File: config.mk
export PLATFORM = sky130hd
export DESIGN_NAME = twcp_port
export DESIGN_NICKNAME = d
export VERILOG_FILES = /design/src/rtl/twcp_pkg.sv /design/src/rtl/twcp_sync.sv /design/src/rtl/twcp_port.sv
export SDC_FILE = /design/constraint.sdc
export NUM_CORES = 1
export LEC_CHECK = 0
export BUFFER_PORTS_ARGS = -buffer_cell sky130_fd_sc_hd__buf_2
export CORE_MARGIN = 2
export CORE_UTILIZATION = 57
export DETAILED_ROUTE_END_ITERATION = 8
export PLACE_DENSITY = 0.75
export SETUP_SLACK_MARGIN = 0.02
export SLEW_MARGIN = 20
export SYNTH_ARGS = -nofsm -noshare
export SYNTH_HDL_FRONTEND = slang
export SYNTH_HIERARCHICAL = 1
export SYNTH_SLANG_ARGS = --single-unit
File: constraint.sdc
create_clock -name clock -period 2.77 [get_ports clock]
set_input_delay 0.277 -clock clock [delete_from_list [all_inputs] [get_ports clock]]
set_output_delay 0.277 -clock clock [all_outputs]
set_load 0.02 [all_outputs]
File: src/rtl/twcp_pkg.sv
package twcp_pkg;
   // ***************************
   // Frame layout and commands
   // ***************************
   localparam int FRAME_BITS = 16;
   localparam int HEAD_BITS = 8;
   localparam int ADDR_W = 6;
   localparam int DATA_W = 8;
   localparam int RW_POS = 6;
   localparam int LOW_RUN_BITS = 32;
   localparam logic [15:0] CMD_IF_RESET = 16'h8D00;
   localparam logic [15:0] CMD_IF_RELEASE = 16'h8D02;
   localparam logic [15:0] CMD_CORE_RESET = 16'hBD01;

   // ***************************
   // Timing
   // ***************************
   localparam int CLOCK_PERIOD_NS = 40;
   localparam int DATA_RELEASE_NS = 15000;
   localparam int SETTLE_TIME_NS = 1000000;
   localparam int STOP_TIMEOUT_NS = 20000000;
   // Longest time rounds down, least time rounds up
   localparam int RELEASE_CYCLES = DATA_RELEASE_NS / CLOCK_PERIOD_NS;
   localparam int SETTLE_CYCLES_DFLT = (SETTLE_TIME_NS + CLOCK_PERIOD_NS - 1) / CLOCK_PERIOD_NS;
   localparam int STOP_CYCLES_DFLT = (STOP_TIMEOUT_NS + CLOCK_PERIOD_NS - 1) / CLOCK_PERIOD_NS;

   typedef struct packed {
      logic write;
      logic [ADDR_W-1:0] addr;
      logic [DATA_W-1:0] data;
   } twcp_reg_req_t;

   typedef enum logic {TWCP_HUNT, TWCP_SHIFT} twcp_state_t;
endpackage

File: src/rtl/twcp_sync.sv
`timescale 1ns/1ps
`default_nettype none
module twcp_sync (
   input wire logic clock,
   input wire logic rst_b,
   input wire logic pin,
   output logic level,
   output logic rise,
   output logic fall
);
   logic meta_reg;
   logic sync_reg;
   logic prev_reg;
   // Edges stay masked until the history holds real pin samples, so the reset level cannot fake an edge
   logic [2:0] live_reg;

   // Two flops before any logic; edges come from the settled copy only
   always_ff @(posedge clock or negedge rst_b) begin
      if (!rst_b) begin
         meta_reg <= 1'b0;
         sync_reg <= 1'b0;
         prev_reg <= 1'b0;
         live_reg <= 3'h0;
      end else begin
         meta_reg <= pin;
         sync_reg <= meta_reg;
         prev_reg <= sync_reg;
         live_reg <= {live_reg[1:0], 1'b1};
      end
   end

   assign level = sync_reg;
   assign rise = live_reg[2] & sync_reg & ~prev_reg;
   assign fall = live_reg[2] & ~sync_reg & prev_reg;
endmodule
`default_nettype wire

File: src/rtl/twcp_port.sv
// Behaviour
// - Host launches on clock rise; device captures on next clock fall.
// - Data line returns idle within 15,000 ns after the last rise.
// - Interface reset is 32 low cycles then 0x8D00, 48 cycles total.
// - Interface reset resets port only; data edges cannot start transmission.
// - Rising-start mode: data idles low, no first-clock delay limit.
// - Pattern 0x8D02 disables port and re-arms edge start until reset.
// - Pattern 0xBD01 resets all but the port and runs calibration.
// - Host waits 1 ms after core reset; device then sleeps.
// - Sleep after data low for stop timeout or after settle time following core reset.
// - Register frame is 16 cycles: one, rw flag, address, data byte.
// - Flag one reads and device drives data; zero writes the byte.
`timescale 1ns/1ps
`default_nettype none
module twcp_port #(
   parameter int SETTLE_CYCLES = twcp_pkg::SETTLE_CYCLES_DFLT,
   parameter int STOP_CYCLES = twcp_pkg::STOP_CYCLES_DFLT
) (
   input wire logic clock,
   input wire logic rst_b,
   input wire logic serial_clk,
   input wire logic data_in,
   output logic data_out,
   output logic data_oe,
   input wire logic start_edge_select,
   output twcp_pkg::twcp_reg_req_t reg_req,
   output logic reg_req_valid,
   input wire logic [twcp_pkg::DATA_W-1:0] reg_rd_data,
   output logic core_reset,
   output logic calib_start,
   output logic port_enabled,
   output logic edge_armed,
   output logic tx_active,
   output logic asleep
);
   import twcp_pkg::*;

   // ***************************
   // Pin sampling
   // ***************************
   logic sck_rise, sck_fall;
   logic dat_lvl, dat_rise, dat_fall;

   twcp_sync u_sck_sync (
      .clock(clock),
      .rst_b(rst_b),
      .pin(serial_clk),
      .level(),
      .rise(sck_rise),
      .fall(sck_fall)
   );

   twcp_sync u_dat_sync (
      .clock(clock),
      .rst_b(rst_b),
      .pin(data_in),
      .level(dat_lvl),
      .rise(dat_rise),
      .fall(dat_fall)
   );

   // ***************************
   // Frame capture
   // ***************************
   twcp_state_t state_reg;
   logic [FRAME_BITS-1:0] shift_reg;
   logic [4:0] bit_cnt_reg;
   logic [5:0] low_run_reg;
   logic armed_reg;
   logic rd_active_reg;
   logic [DATA_W-1:0] out_shift_reg;
   logic rd_load_reg;
   logic [8:0] rel_cnt_reg;
   logic port_en_reg, edge_arm_reg, tx_reg, sleep_reg;
   logic core_rst_reg, calib_reg;
   logic settle_busy_reg;
   logic [31:0] settle_cnt_reg;
   logic [31:0] stop_cnt_reg;
   twcp_reg_req_t req_reg;
   logic req_valid_reg;
   logic dout_reg, doe_reg;

   wire [FRAME_BITS-1:0] word_next = {shift_reg[FRAME_BITS-2:0], dat_lvl};
   wire in_shift = (state_reg == TWCP_SHIFT);
   wire frame_start = sck_fall && !in_shift && dat_lvl;
   wire frame_done = sck_fall && in_shift && (bit_cnt_reg == 5'(FRAME_BITS - 1));
   wire head_done = sck_fall && in_shift && (bit_cnt_reg == 5'(HEAD_BITS - 1));
   wire run_full = (low_run_reg == 6'(LOW_RUN_BITS));
   wire is_if_reset = frame_done && armed_reg && (word_next == CMD_IF_RESET);
   wire is_release = frame_done && port_en_reg && (word_next == CMD_IF_RELEASE);
   wire is_core_rst = frame_done && port_en_reg && (word_next == CMD_CORE_RESET);
   wire is_special = (word_next == CMD_IF_RESET) || (word_next == CMD_IF_RELEASE) || (word_next == CMD_CORE_RESET);
   wire is_write = frame_done && port_en_reg && !is_special && !word_next[HEAD_BITS + RW_POS];
   wire is_read = head_done && port_en_reg && word_next[RW_POS];
   wire rel_expire = (rel_cnt_reg == 9'(RELEASE_CYCLES - 1));
   wire start_edge = start_edge_select ? dat_rise : dat_fall;
   wire tx_start = edge_arm_reg && sleep_reg && !tx_reg && start_edge;
   wire stop_hit = tx_reg && !dat_lvl && (stop_cnt_reg == 32'(STOP_CYCLES - 1));
   wire settle_end = settle_busy_reg && (settle_cnt_reg == 32'd0);

   // Capture on the falling serial clock edge, after synchronising
   always_ff @(posedge clock or negedge rst_b) begin
      if (!rst_b) begin
         state_reg <= TWCP_HUNT;
         shift_reg <= 16'h0000;
         bit_cnt_reg <= 5'h00;
         armed_reg <= 1'b0;
      end else if (frame_start) begin
         state_reg <= TWCP_SHIFT;
         shift_reg <= 16'h0001;
         bit_cnt_reg <= 5'h01;
         armed_reg <= run_full;
      end else if (sck_fall && in_shift) begin
         shift_reg <= word_next;
         bit_cnt_reg <= bit_cnt_reg + 5'h01;
         if (frame_done) begin
            state_reg <= TWCP_HUNT;
         end
      end
   end

   // Run of low bits between frames; saturates at the reset preamble length
   always_ff @(posedge clock or negedge rst_b) begin
      if (!rst_b) begin
         low_run_reg <= 6'h00;
      end else if (sck_fall && !in_shift) begin
         low_run_reg <= dat_lvl ? 6'h00 : (run_full ? low_run_reg : low_run_reg + 6'h01);
      end else if (sck_fall) begin
         low_run_reg <= 6'h00;
      end
   end

   // ***************************
   // Command decode
   // ***************************
   always_ff @(posedge clock or negedge rst_b) begin
      if (!rst_b) begin
         port_en_reg <= 1'b1;
         edge_arm_reg <= 1'b0;
      end else if (is_if_reset) begin
         port_en_reg <= 1'b1;
         edge_arm_reg <= 1'b0;
      end else if (is_release) begin
         port_en_reg <= 1'b0;
         edge_arm_reg <= 1'b1;
      end
   end

   always_ff @(posedge clock or negedge rst_b) begin
      if (!rst_b) begin
         req_reg <= '0;
         req_valid_reg <= 1'b0;
      end else begin
         req_valid_reg <= is_write || is_read;
         if (is_write) begin
            req_reg <= '{write: 1'b1, addr: word_next[HEAD_BITS+ADDR_W-1:HEAD_BITS], data: word_next[DATA_W-1:0]};
         end else if (is_read) begin
            req_reg <= '{write: 1'b0, addr: word_next[ADDR_W-1:0], data: 8'h00};
         end
      end
   end

   always_ff @(posedge clock or negedge rst_b) begin
      if (!rst_b) begin
         core_rst_reg <= 1'b0;
         calib_reg <= 1'b0;
      end else begin
         core_rst_reg <= is_core_rst;
         calib_reg <= is_core_rst;
      end
   end

   // ***************************
   // Read data return
   // ***************************
   // The register answer is taken in the same cycle as the request pulse
   always_ff @(posedge clock or negedge rst_b) begin
      if (!rst_b) begin
         rd_active_reg <= 1'b0;
         rd_load_reg <= 1'b0;
         out_shift_reg <= 8'h00;
         dout_reg <= 1'b0;
         doe_reg <= 1'b0;
      end else begin
         rd_load_reg <= is_read;
         if (is_read) begin
            rd_active_reg <= 1'b1;
         end else if (frame_done) begin
            rd_active_reg <= 1'b0;
         end
         if (rd_load_reg) begin
            out_shift_reg <= reg_rd_data;
         end else if (sck_rise && rd_active_reg) begin
            dout_reg <= out_shift_reg[DATA_W-1];
            doe_reg <= 1'b1;
            out_shift_reg <= {out_shift_reg[DATA_W-2:0], 1'b0};
         end else if ((sck_rise && !rd_active_reg) || rel_expire) begin
            doe_reg <= 1'b0;
            dout_reg <= 1'b0;
         end
      end
   end

   // Fallback release in case the host never raises the clock again
   always_ff @(posedge clock or negedge rst_b) begin
      if (!rst_b) begin
         rel_cnt_reg <= 9'h000;
      end else if (doe_reg && !rd_active_reg && !rel_expire) begin
         rel_cnt_reg <= rel_cnt_reg + 9'h001;
      end else begin
         rel_cnt_reg <= 9'h000;
      end
   end

   // ***************************
   // Transmission and sleep
   // ***************************
   always_ff @(posedge clock or negedge rst_b) begin
      if (!rst_b) begin
         settle_busy_reg <= 1'b0;
         settle_cnt_reg <= 32'h00000000;
      end else if (core_rst_reg) begin
         settle_busy_reg <= 1'b1;
         settle_cnt_reg <= 32'(SETTLE_CYCLES - 1);
      end else if (settle_busy_reg) begin
         settle_busy_reg <= !settle_end;
         settle_cnt_reg <= settle_end ? settle_cnt_reg : settle_cnt_reg - 32'h00000001;
      end
   end

   always_ff @(posedge clock or negedge rst_b) begin
      if (!rst_b) begin
         stop_cnt_reg <= 32'h00000000;
      end else if (tx_reg && !dat_lvl && !stop_hit) begin
         stop_cnt_reg <= stop_cnt_reg + 32'h00000001;
      end else begin
         stop_cnt_reg <= 32'h00000000;
      end
   end

   // Edges start a transmission only while the port is released
   always_ff @(posedge clock or negedge rst_b) begin
      if (!rst_b) begin
         tx_reg <= 1'b0;
         sleep_reg <= 1'b1;
      end else if (core_rst_reg || settle_busy_reg) begin
         tx_reg <= 1'b0;
         sleep_reg <= settle_end;
      end else if (stop_hit) begin
         tx_reg <= 1'b0;
         sleep_reg <= 1'b1;
      end else if (tx_start) begin
         tx_reg <= 1'b1;
         sleep_reg <= 1'b0;
      end
   end

   assign data_out = dout_reg;
   assign data_oe = doe_reg;
   assign reg_req = req_reg;
   assign reg_req_valid = req_valid_reg;
   assign core_reset = core_rst_reg;
   assign calib_start = calib_reg;
   assign port_enabled = port_en_reg;
   assign edge_armed = edge_arm_reg;
   assign tx_active = tx_reg;
   assign asleep = sleep_reg;
endmodule
`default_nettype wire

==> metrics.csv <==
stage,metric,value,unit
setup_path,"Largest stage delay, worst path",0.61,ns
logic_synthesis,Mapped Cells,675,
setup_path,Worst Setup End Kind,register,
clock_network,CTS sink count,147,
floorplan,die area,12800,sq um
setup_path,sum of buffers and inverters on the critical path,1,
layout,Diodes inserted,0,
setup_path,CP Launch Type,register,
setup_path,critical path arrival,2.89,ns
grt,Tot GR Track Use,22.8,%
routing,Detailed Route WL,13600,microns
logic_synthesis,Synth top area share,53.3,%
floorplan,die width,113,microns
placed_design,HPWL after detailed placement,8930,microns
timing,Worst Tran Pin Value,0.915,ns
clock_network,clock-pin slew on the worst setup and hold paths,0.06,ns
layout,post-layout instance count excluding filler cells,882,
routing,Vias,5191,
timing,Fin. Hold Viols,0,
power,P_leak,3.60,nW
logic_synthesis,post-synth net total,696,
setup_path,worst-path maximum fanout,13,
routing,DR iter-0 viols,402,
setup_path,critical path class,reg2reg,
floorplan,Die H,113,microns
power,total power,4.84,mW
routing,routed len/inst,15.4,microns
layout,Filler cells,872,
timing,crit path time final,2.54,ns
logic_synthesis,largest area contributor in the netlist,dfrtp_1,
logic_synthesis,most area-consuming cells after synthesis,"dfrtp_1 (53%), nor2_1 (3.7%), nand2_1 (3.4%)",
power,power per cell area,615,nW/um^2
clock_network,CTS max path bufs,2,
logic_synthesis,"EDFF count, synth",0,
clock_network,CTS tree,yes,
placed_design,routability-driven placement congestion ratio,0.851,
timing,Max-Slew Margin vs Limit,39.0,%
setup_path,slowest CP cell,or4_1,
logic_synthesis,prevailing post-synth register cell,dfrtp_1,
grt,largest net degree at the start of global routing,69,
logic_synthesis,async set or reset register ratio after synthesis,100,%
layout,fin nets,747,
status,status,completed,
layout,Synth-to-Final Area Change,15.5,%
timing,RSZ-0062 raised after global routing,no,
timing,Final Max Slew Viols,0,
placed_design,I/O Buffers,36,
floorplan,core area,11500,sq um
logic_synthesis,post-synthesis cell type count,53,
floorplan,Rows,39,
clock_network,Root Driver,clkbuf_16,
grt,vias in the first global route,5115,
clock_network,total CTS buffers,17,
logic_synthesis,"Warnings, synthesis",6,
timing,worst clock skew,0.00879,ns
floorplan,io pins,37,
power,maximum vdd drop,504,uV
timing,Final Cycle Share,91.7,%
grt,grt total ovfl,0,
grt,first-pass GRT wire length,23500,microns
logic_synthesis,Avg Inst Size Synth,10.1,sq um
grt,antenna violations before repair,0,
timing,Final setup viols,0,
logic_synthesis,"FF+latch count, synth",147,
min_path,Hold Path Class,in2reg,
job,max cap viols,0,
setup_path,Crit path required time,3.12,ns
floorplan,initial core utilization,59.1,%
clock_network,maximum level of the CTS H-tree,4,
routing,Vias/cell,5.89,
placed_design,Placed Instances,847,
logic_synthesis,"Seq/Total Area, Yosys",54.1,%
clock_network,Skew-Pair Late Insertion Delay,0.42,ns
setup_path,Crit path max-delay family,simple AND/OR/NAND/NOR gates,
logic_synthesis,Mapped Area,6810,sq um
layout,share of layout cells above drive strength 1,14.7,%
timing,final setup TNS,0,ns
setup_path,CP Cell Sequence,or4_1 -> nor4_1 -> o211ai_1 -> buf_4 -> or4_2 -> a21oi_1,
timing,Max Fclk,394,MHz
routing,DR DRC count,0,
routing,DRT antenna net count,0,
routing,Initial DRT Pass Iterations,5,
-- worst paths after layout --
kind	start	end	slack [ns]	cells after the start
max	settle_cnt_reg[8]	settle_cnt_reg[22]	0.23	6
min	reg_rd_data[3]	out_shift_reg[3]	0.07	3
max reg2reg	settle_cnt_reg[8]	settle_cnt_reg[22]	0.23	6
min reg2reg	u_sck_sync/meta_reg	u_sck_sync/level	0.35	0
max in group asynchronous	rst_b	port_enabled	1.64	3
min in group asynchronous	rst_b	out_shift_reg[3]	0.35	2
-- tightest hold or removal path: cells and delay by family --
kind | cells | cell delay (ns)
AOI/OAI and AO/OA | 1 | 0.05
buffers and inverters | 1 | 0.08
and+or+nand+nor | 1 | 0.04
-- cells in the mapped netlist, types with 3 or more instances --
| master | n |
|---|---|
| nand2b_1 | 7 |
| mux2_2 | 6 |
| and2_1 | 3 |
| mux2i_1 | 9 |
| nand3_1 | 27 |
| nor2_1 | 68 |
| xor2_1 | 25 |
| nand2_1 | 62 |
| clkbuf_1 | 22 |
| o31a_1 | 3 |
| dfrtp_1 | 145 |
| nor4_1 | 20 |
| nand4_1 | 19 |
| a31oi_1 | 6 |
| and3b_1 | 4 |
| xnor2_1 | 11 |
| nor2b_1 | 9 |
| ha_1 | 8 |
| or4_1 | 17 |
| and3_1 | 6 |
| a21oi_1 | 32 |
| or3_1 | 23 |
| o21ai_0 | 45 |
| o22ai_1 | 6 |
| o31ai_1 | 9 |
| nor3_1 | 14 |
| nor3b_1 | 5 |
| a22o_1 | 9 |
| buf_2 | 3 |
| inv_1 | 16 |
-- cell families after synthesis --
| logic type | after synthesis | synth area share, % |
|---|---|---|
| and+or+nand+nor | 304 | 23.9 |
| DFF | 147 | 54.1 |
| AOI/OAI and AO/OA | 118 | 10.6 |
| buffers and inverters | 45 | 2.87 |
| xor gates and xnor gates | 36 | 4.63 |
| muxes | 15 | 2.32 |
| adders and majority gates | 8 | 1.47 |
| other | 2 | 0.110 |
-- power by group --
part / internal [mW] / switching, mW
Combinational: 0.0679 / 0.121
Clock: 1.51 / 0.866
Sequential: 2.21 / 0.0645
Total: 3.79 / 1.05
-- cells in the final DEF, fill, tap and decap left out, types with 14 or more instances in the layout --
cell / Yosys / routed
dfrtp_1: 145 / 145
nor2_1: 68 / 68
nand2_1: 62 / 62
o21ai_0: 45 / 44
buf_2: 3 / 35
a21oi_1: 32 / 32
nand3_1: 27 / 27
xor2_1: 25 / 25
or3_1: 23 / 23
buf_4: 2 / 21
nor4_1: 20 / 20
nand4_1: 19 / 19
clkbuf_16: 0 / 17
inv_1: 16 / 16
or4_1: 17 / 16
nor3_1: 14 / 14
-- stage by stage --
step / hold slack, ns / area, sq um / util [%] / setup WS (ns)
floorplan: -0.0186 / 6810 / - / 0.267
global placement: 0.231 / 7220 / 62.7 / 0.168
detailed placement: 0.235 / 7220 / 62.7 / 0.119
CTS: 0.0534 / 7860 / 68.3 / 0.124
global route: 0.0796 / 7870 / 68.3 / 0.0300
finish: 0.0685 / 7870 / 68.3 / 0.231
-- repair_timing --
item                                   in CTS  in global routing
setup buffers                               0                  0
hold buffers                                3                  0
endpoints found under the hold margin      50                  0
resized for setup                           0                  1
setup endpoints to repair                   0                  8
-- routing by layer --
metal	part of all wire, %	vias up	global-route usage (%)	wire length, microns
met5	0	-	0	0
li1	-	2521	-	-
met1	44	2559	29.4	5990
met2	50	94	37.2	6820
met3	4.2	17	6.53	575
met4	1.5	0	7.72	198
-- final cells by class --
| class | instances | area (sq um) | area share, % |
|---|---|---|---|
| timing repair buffer | 61 | 394 | 5.01 |
| tap | 143 | 179 | 2.27 |
| sequential | 147 | 3680 | 46.8 |
| clock buffer | 23 | 488 | 6.20 |
| inverter | 16 | 60.1 | 0.763 |
| multi-input combinational | 483 | 2940 | 37.3 |
| clock inverter | 9 | 128 | 1.62 |
Power figures use the tool's default switching activity.
